`src/psc_pkg.sv`:
```
// package: offsets, widths and reset values of the set/clear output control block
// Function
// - set bit overrides earlier data or clear
// - set ignored for inputs or interface pins
// - 32-bit set write splits, low half first
// - low clear bit n drives pin n low
// - high clear bits map onto pins 31..16
// - clear bit overrides earlier data or set
// - zero bits leave output latch unchanged
// - clear ignored for inputs or interface pins
// - 32-bit clear write splits, low half first
// - set bit drives output pin high
// - data read returns actual pin level
package psc_pkg;
    localparam int          HALF_W       = 16;
    localparam int          PIN_W        = 32;
    localparam int          ADDR_W       = 12;
    localparam logic [11:0] OFS_DATA_LO  = 12'hC30;
    localparam logic [11:0] OFS_DATA_HI  = 12'hC32;
    localparam logic [11:0] OFS_SET_LO   = 12'hC34;
    localparam logic [11:0] OFS_SET_HI   = 12'hC36;
    localparam logic [11:0] OFS_CLR_LO   = 12'hC38;
    localparam logic [11:0] OFS_CLR_HI   = 12'hC3A;
    localparam logic [11:0] OFS_DIR_LO   = 12'hC2C;
    localparam logic [11:0] OFS_DIR_HI   = 12'hC2E;
    localparam logic [11:0] OFS_FNC_LO   = 12'hC20;
    localparam logic [11:0] OFS_FNC_HI   = 12'hC22;
    localparam logic [31:0] RST_LATCH    = 32'h0000_0000;
    localparam logic [31:0] RST_DIR      = 32'h0000_0000;
    localparam logic [31:0] RST_FNC      = 32'h0000_0000;
    localparam logic [15:0] RST_RDATA    = 16'h0000;

    typedef enum logic [1:0] {
        OP_DATA,
        OP_SET,
        OP_CLR
    } psc_op_t;
endpackage

```
`src/psc_half_if.sv`:
```
// interface: one 16-bit latch update carried from the access splitter to the latch
`timescale 1ns/1ps
`default_nettype none
interface psc_half_if;
    import psc_pkg::*;
    logic          valid;
    logic          hi;
    psc_op_t       op;
    logic [15:0]   data;
    modport src (output valid, output hi, output op, output data);
    modport dst (input valid, input hi, input op, input data);
endinterface
`default_nettype wire

```
`src/psc_top.sv`:
```
// module: set/clear output control for a 32-pin programmable I/O port
`timescale 1ns/1ps
`default_nettype none
module psc_top
    import psc_pkg::*;
(
    // clock and reset
    input  wire logic        clk_sys,
    input  wire logic        rst,
    // config space access
    input  wire logic        cfg_wr,
    input  wire logic        cfg_rd,
    input  wire logic [11:0] cfg_addr,
    input  wire logic        cfg_wide,
    input  wire logic [31:0] cfg_wdata,
    output logic      [31:0] cfg_rdata,
    output logic             cfg_ready,
    // pins
    input  wire logic [31:0] pin_in,
    output logic      [31:0] pin_out,
    output logic      [31:0] pin_oe_n
);
    // ***************************************************
    // state
    // ***************************************************
    typedef struct packed {
        logic        pend;
        psc_op_t     pend_op;
        logic [15:0] pend_data;
        logic        pend_rd;
        logic [15:0] rd_lo;
        logic        h_valid;
        logic        h_hi;
        psc_op_t     h_op;
        logic [15:0] h_data;
        logic [31:0] dir;
        logic [31:0] fnc;
        logic [31:0] sync1;
        logic [31:0] sync2;
        logic [31:0] rdata;
        logic        ready;
        logic [31:0] pout;
        logic [31:0] poe_n;
    } psc_st_t;

    psc_st_t st_r;
    psc_st_t st_nxt;

    logic [31:0] latch;
    logic        hit_hi;
    psc_op_t     dec_op;
    logic        dec_ok;
    logic [15:0] cur_lvl;

    psc_half_if u_if ();

    assign u_if.valid = st_r.h_valid;
    assign u_if.hi    = st_r.h_hi;
    assign u_if.op    = st_r.h_op;
    assign u_if.data  = st_r.h_data;

    psc_latch u_latch (
        .clk_sys (clk_sys),
        .rst     (rst),
        .upd     (u_if.dst),
        .dir_out (st_r.dir),
        .fnc_sel (st_r.fnc),
        .latch   (latch)
    );

    // ***************************************************
    // decode and split
    // ***************************************************
    always_comb begin
        st_nxt  = st_r;
        hit_hi  = cfg_addr[1];
        dec_ok  = 1'b1;
        dec_op  = OP_DATA;
        cur_lvl = 16'h0000;
        unique case ({cfg_addr[11:2], 2'b00})
            OFS_DATA_LO: dec_op = OP_DATA;
            OFS_SET_LO:  dec_op = OP_SET;
            OFS_CLR_LO:  dec_op = OP_CLR;
            default:     dec_ok = 1'b0;
        endcase
        st_nxt.sync1   = pin_in;
        st_nxt.sync2   = st_r.sync1;
        st_nxt.h_valid = 1'b0;
        st_nxt.ready   = 1'b0;
        if (st_r.pend) begin
            // second half of a wide access goes one cycle after the first
            st_nxt.pend    = 1'b0;
            st_nxt.ready   = 1'b1;
            if (st_r.pend_rd) begin
                st_nxt.rdata = {st_r.sync2[31:16], st_r.rd_lo};
            end else begin
                st_nxt.h_valid = 1'b1;
                st_nxt.h_hi    = 1'b1;
                st_nxt.h_op    = st_r.pend_op;
                st_nxt.h_data  = st_r.pend_data;
            end
        end else if (cfg_wr) begin
            st_nxt.ready = ~cfg_wide;
            if (cfg_addr == OFS_DIR_LO || cfg_addr == OFS_DIR_HI) begin
                if (hit_hi) st_nxt.dir[31:16] = cfg_wdata[15:0];
                else        st_nxt.dir[15:0]  = cfg_wdata[15:0];
                st_nxt.ready = 1'b1;
            end else if (cfg_addr == OFS_FNC_LO || cfg_addr == OFS_FNC_HI) begin
                if (hit_hi) st_nxt.fnc[31:16] = cfg_wdata[15:0];
                else        st_nxt.fnc[15:0]  = cfg_wdata[15:0];
                st_nxt.ready = 1'b1;
            end else if (dec_ok) begin
                st_nxt.h_valid = 1'b1;
                // a wide access at a high-half offset acts as a plain 16-bit one
                st_nxt.h_hi    = hit_hi;
                st_nxt.h_op    = dec_op;
                st_nxt.h_data  = cfg_wdata[15:0];
                if (cfg_wide && !hit_hi) begin
                    st_nxt.pend      = 1'b1;
                    st_nxt.pend_rd   = 1'b0;
                    st_nxt.pend_op   = dec_op;
                    st_nxt.pend_data = cfg_wdata[31:16];
                end else begin
                    st_nxt.ready = 1'b1;
                end
            end else begin
                st_nxt.ready = 1'b1;
            end
        end else if (cfg_rd) begin
            st_nxt.rdata = {16'h0000, RST_RDATA};
            st_nxt.ready = 1'b1;
            if (cfg_addr == OFS_DATA_LO || cfg_addr == OFS_DATA_HI) begin
                cur_lvl = hit_hi ? st_r.sync2[31:16] : st_r.sync2[15:0];
                if (cfg_wide && !hit_hi) begin
                    st_nxt.pend    = 1'b1;
                    st_nxt.pend_rd = 1'b1;
                    st_nxt.rd_lo   = cur_lvl;
                    st_nxt.ready   = 1'b0;
                end else begin
                    st_nxt.rdata = {16'h0000, cur_lvl};
                end
            end else if (cfg_addr == OFS_DIR_LO || cfg_addr == OFS_DIR_HI) begin
                st_nxt.rdata = {16'h0000, hit_hi ? st_r.dir[31:16] : st_r.dir[15:0]};
            end else if (cfg_addr == OFS_FNC_LO || cfg_addr == OFS_FNC_HI) begin
                st_nxt.rdata = {16'h0000, hit_hi ? st_r.fnc[31:16] : st_r.fnc[15:0]};
            end
        end
        st_nxt.pout  = latch;
        st_nxt.poe_n = ~(st_r.dir & ~st_r.fnc);
    end

    always_ff @(posedge clk_sys or posedge rst) begin
        if (rst) begin
            st_r           <= '0;
            st_r.dir       <= RST_DIR;
            st_r.fnc       <= RST_FNC;
            st_r.pout      <= RST_LATCH;
            st_r.poe_n     <= 32'hFFFF_FFFF;
        end else begin
            st_r <= st_nxt;
        end
    end

    assign cfg_rdata = st_r.rdata;
    assign cfg_ready = st_r.ready;
    assign pin_out   = st_r.pout;
    assign pin_oe_n  = st_r.poe_n;
endmodule
`default_nettype wire

```
`src/psc_latch.sv`:
```
// module: 32-pin output latch updated one 16-bit half at a time
`timescale 1ns/1ps
`default_nettype none
module psc_latch
    import psc_pkg::*;
(
    // clock and reset
    input  wire logic        clk_sys,
    input  wire logic        rst,
    // half-word update
    psc_half_if.dst          upd,
    // gating and result
    input  wire logic [31:0] dir_out,
    input  wire logic [31:0] fnc_sel,
    output logic      [31:0] latch
);
    typedef struct packed {
        logic [31:0] lat;
    } psc_lat_st_t;

    psc_lat_st_t st_r;
    psc_lat_st_t st_nxt;

    logic [31:0] wide;
    logic [31:0] lane;
    logic [31:0] gate;

    always_comb begin
        st_nxt = st_r;
        wide   = upd.hi ? {upd.data, 16'h0000} : {16'h0000, upd.data};
        lane   = upd.hi ? 32'hFFFF_0000 : 32'h0000_FFFF;
        // only output pins that are not on their interface function react
        gate   = dir_out & ~fnc_sel;
        if (upd.valid) begin
            unique case (upd.op)
                OP_DATA: st_nxt.lat = (st_r.lat & ~(lane & gate)) | (wide & lane & gate);
                OP_SET:  st_nxt.lat = st_r.lat | (wide & gate);
                OP_CLR:  st_nxt.lat = st_r.lat & ~(wide & gate);
                default: st_nxt.lat = st_r.lat;
            endcase
        end
    end

    always_ff @(posedge clk_sys or posedge rst) begin
        if (rst) begin
            st_r.lat <= RST_LATCH;
        end else begin
            st_r <= st_nxt;
        end
    end

    assign latch = st_r.lat;
endmodule
`default_nettype wire

```
`config.mk`:
```
export PLATFORM = sky130hd
export DESIGN_NAME = psc_top
export DESIGN_NICKNAME = d
export VERILOG_FILES = /design/src/psc_pkg.sv /design/src/psc_half_if.sv /design/src/psc_top.sv /design/src/psc_latch.sv
export SDC_FILE = /design/constraint.sdc
export NUM_CORES = 1
export LEC_CHECK = 0
export ABC_AREA = 1
export BUFFER_PORTS_ARGS = -buffer_cell sky130_fd_sc_hd__buf_2
export CAP_MARGIN = 20
export CORE_ASPECT_RATIO = 0.5
export CORE_MARGIN = 2
export CORE_UTILIZATION = 58
export CTS_CLUSTER_SIZE = 28
export DETAILED_ROUTE_END_ITERATION = 8
export GPL_TIMING_DRIVEN = 0
export PLACE_DENSITY = 0.8
export SLEW_MARGIN = 20
export SYNTH_ARGS = -nofsm -noshare
export SYNTH_HDL_FRONTEND = slang
export SYNTH_SLANG_ARGS = --single-unit
export TNS_END_PERCENT = 50
```
`constraint.sdc`:
```
create_clock -name clk_sys -period 16.8 [get_ports clk_sys]
set_input_delay 5.04 -clock clk_sys [delete_from_list [all_inputs] [get_ports clk_sys]]
set_output_delay 5.04 -clock clk_sys [all_outputs]
set_load 0.1 [all_outputs]
```
==> results.json <==
{
  "drc": 0,
  "ctsLongestPathBuffers": 3,
  "rows": 40,
  "grt_pass1_wl_mm": 57.3,
  "ys_seq_area_frac": 0.562,
  "dp_worst_setup_slack_ns": 10.03,
  "p_comb_frac": 0.092,
  "cts.hold.buffers_added": 0,
  "clk_pin_slew_worst_paths_ns": 0.07,
  "synthFlopType": "dfrtp_1",
  "ys_warn_count": 0,
  "drv_cap": 0,
  "synth_fa_ha_area_frac": 0.00268,
  "tightest_slew_ns": 0.711,
  "pin_count": 178,
  "portBuffers": 177,
  "vias_per_cell": 5.39,
  "post_cts_buffers": 0,
  "synth_common_cells": "nand2_1, dfrtp_1, o21ai_0",
  "die_area_um2": 25500,
  "slowest_stage": "dfstp_2",
  "status": "finished, final reports clean",
  "avgSynthCellArea_um2": 8.61,
  "antenna_found_initial": 2,
  "period_needed_ns": 6.64,
  "initial_utilization": 0.587,
  "hold_violations": 0,
  "clock_latency_ns": 0.54,
  "min-delay-start": "st_nxt[120]",
  "nNetsFinal": 1920,
  "async_flop_share": 1.00,
  "synthesis.area_um2": 14000,
  "path_cells": "buf_4 > buf_2",
  "cp_max_fo": 1,
  "grt_max_degree": 106,
  "design_area_um2": 16300,
  "synth-compound-area-share": 0.101,
  "switchingPower_mw": 0.401,
  "nFillCells": 1873,
  "fp.dieW_um": 224,
  "htree_levels": 1,
  "cts_made_buffers": 27,
  "power_leakage_nw": 8.32,
  "die_h_um": 114,
  "skew_ns": 0.0119,
  "synth-xor-area-share": 0,
  "synth_top_area_share": 0.502,
  "arrival_ns": 1.60,
  "yosys.area_share.simple": 0.224,
  "rsz0062_at_grt": "no",
  "setup_slack_ns": 10.16,
  "drive_above_1_share": 0.219,
  "cts_tree": "yes",
  "routedWlPerCell_um": 16.7,
  "maxSlewViolCount": 0,
  "max-slew-margin-rel": 0.526,
  "synthMuxAreaShare": 0,
  "min_path_type": "register to register",
  "synth_top_family_by_area": "simple AND/OR/NAND/NOR gates",
  "yosysTopAreaCell": "dfrtp_1",
  "syn_nets": 1711,
  "grt_use_total": 0.289,
  "critPathTopFamily": "flip-flops",
  "synth.area.top_cells": "dfrtp_1, nand2_1, dfstp_2",
  "ant_nets": 0,
  "placed_cell_area_um2": 15400,
  "cts_root_buf": "clkbuf_16",
  "syn_inst": 1627,
  "cp-start-kind": "register",
  "finalCritPeriodShare": 0.395,
  "fin_tns_setup_ns": 0,
  "grt_overflow": 0,
  "gp_congestion": 0.928,
  "clock_sink_count": 313,
  "grt_pass1_vias": 10674,
  "ir_worst_vdd_v": 0.0000726,
  "switching_share": 0.256,
  "core_area_um2": 23900,
  "post_cts_resized": 0,
  "critPathKind": "register to output pin",
  "powerDensity_nw_per_um2": 96.0,
  "drt_iter0_drc": 1167,
  "crit_path_end_kind": "output pin",
  "synth_most_common_cell": "nand2_1",
  "firstDrtPassIters": 8,
  "synth_edf_count": 0,
  "routed-via-count": 11708,
  "ys_types": 27,
  "synth.ff_latch_count": 313,
  "worstSetupStartpoint": "pin_oe_n[3]",
  "finalWirelength_mm": 36.2,
  "seqPwrFrac": 0.501,
  "fmax_mhz": 151,
  "max_stage_delay_ns": 0.55,
  "area_growth_pct": 16.2,
  "crit_buf_inv": 2,
  "place_hpwl_mm": 26.7,
  "p_clk_frac": 0.407,
  "setup_viol": 0,
  "p_int_mw": 1.16,
  "worstPathRequired_ns": 11.76,
  "r2r-start": "u_if.op[0]"
}
==> final timing paths <==
| kind | end | slack [ns] | cells past startpoint |
|---|---|---|---|
| max in group asynchronous | pin_oe_n[30] | 10.67 | 5 |
| min in group asynchronous | st_nxt[113] | 4.51 | 2 |
| worst max register to register | u_latch.latch[31] | 14.61 | 6 |
| worst min-delay path | st_r[120] | 0.35 | 0 |
| worst min register to register | st_r[120] | 0.35 | 0 |
| worst max-delay path | pin_oe_n[3] | 10.16 | 2 |
==> cell families after synthesis <==
kind of cell             count (synthesis)
AND/OR/NAND/NOR                        749
flip-flops                             313
buffers and inverters                  299
AO/OA/AOI/OAI                          263
adder cells (fa/ha/maj)                  3
==> stage by stage <==
stage | std cells | hold slack [ns] | power (mW) | utilization
global placement | 2119 | 0.333 | 0.935 | 0.641
global route | 2174 | 0.351 | 1.62 | 0.682
CTS | 2172 | 0.347 | 1.57 | 0.682
floorplan | 1627 | 0.331 | 0.896 | -
detailed placement | 2122 | 0.335 | 0.940 | 0.644
finish | 2174 | 0.345 | 1.56 | 0.682
==> flip-flops by register name, indices dropped and copies added, names as in the netlist <==
register       count
u_if.data         16
pin_out           32
st_nxt            32
u_if.hi            1
u_latch.latch     32
u_if.valid         1
cfg_ready          1
cfg_rdata         32
u_if.op            2
pin_oe_n          32
st_r             132
==> power groups by stage <==
| stage | logic [mW] | registers (mW) | clock network (mW) |
|---|---|---|---|
| floorplan | 0.103 | 0.793 | 0 |
| global placement | 0.139 | 0.797 | 0 |
| detailed placement | 0.143 | 0.797 | 0 |
| CTS | 0.144 | 0.783 | 0.641 |
| global route | 0.156 | 0.784 | 0.675 |
| finish | 0.144 | 0.783 | 0.636 |
==> cell type report <==
cell class,instances,area (um2),area share
Sequential cell,313,7870,0.483
Buffer,179,1090,0.0671
Clock inverter,12,124,0.00761
Antenna cell,2,5.00,0.000307
Inverter,120,458,0.0281
Timing Repair Buffer,180,968,0.0595
Clock buffer,38,777,0.0477
Multi-Input combinational cell,1015,4590,0.282
Tap cell,315,394,0.0242
==> routing by layer <==
| layer | wire length [um] | share of wire | track usage | vias to the layer above |
|---|---|---|---|---|
| met1 | 15800 | 0.44 | 0.427 | 5510 |
| met3 | 3800 | 0.10 | 0.0644 | 50 |
| li1 | - | - | - | 5591 |
| met2 | 16000 | 0.44 | 0.441 | 557 |
| met4 | 614 | 0.017 | 0.0671 | 0 |
| met5 | 0 | 0 | 0 | - |
==> worst reg2reg max path: cells and delay by family (launching register included) <==
kind | cells | cell delay, ns
buffers and inverters | 3 | 0.73
DFF | 1 | 0.46
and+or+nand+nor | 1 | 0.42
AOI/OAI and AO/OA | 1 | 0.25
adders and majority gates | 1 | 0.23
==> cells in the final DEF (no fill, tap or decap), types with 3 or more instances in the layout <==
cell type / Yosys / final
o21ai_0: 130 / 130
buf_16: 0 / 3
o211ai_1: 19 / 19
dfrtp_1: 281 / 281
nor2_1: 42 / 42
a22oi_1: 16 / 16
dfstp_2: 32 / 32
buf_2: 34 / 211
nor4_1: 3 / 3
a21oi_1: 96 / 96
clkinv_2: 0 / 7
nand4_1: 51 / 51
clkbuf_8: 0 / 6
buf_1: 3 / 3
nand3_1: 100 / 100
clkbuf_16: 0 / 27
clkbuf_1: 42 / 47
ha_1: 3 / 3
nor3_1: 3 / 3
inv_2: 4 / 4
nor2_4: 3 / 3
nand2_2: 3 / 3
inv_1: 116 / 115
buf_4: 99 / 99
nand2_1: 540 / 540
Note: power is estimated with default switching activity, not from simulation.
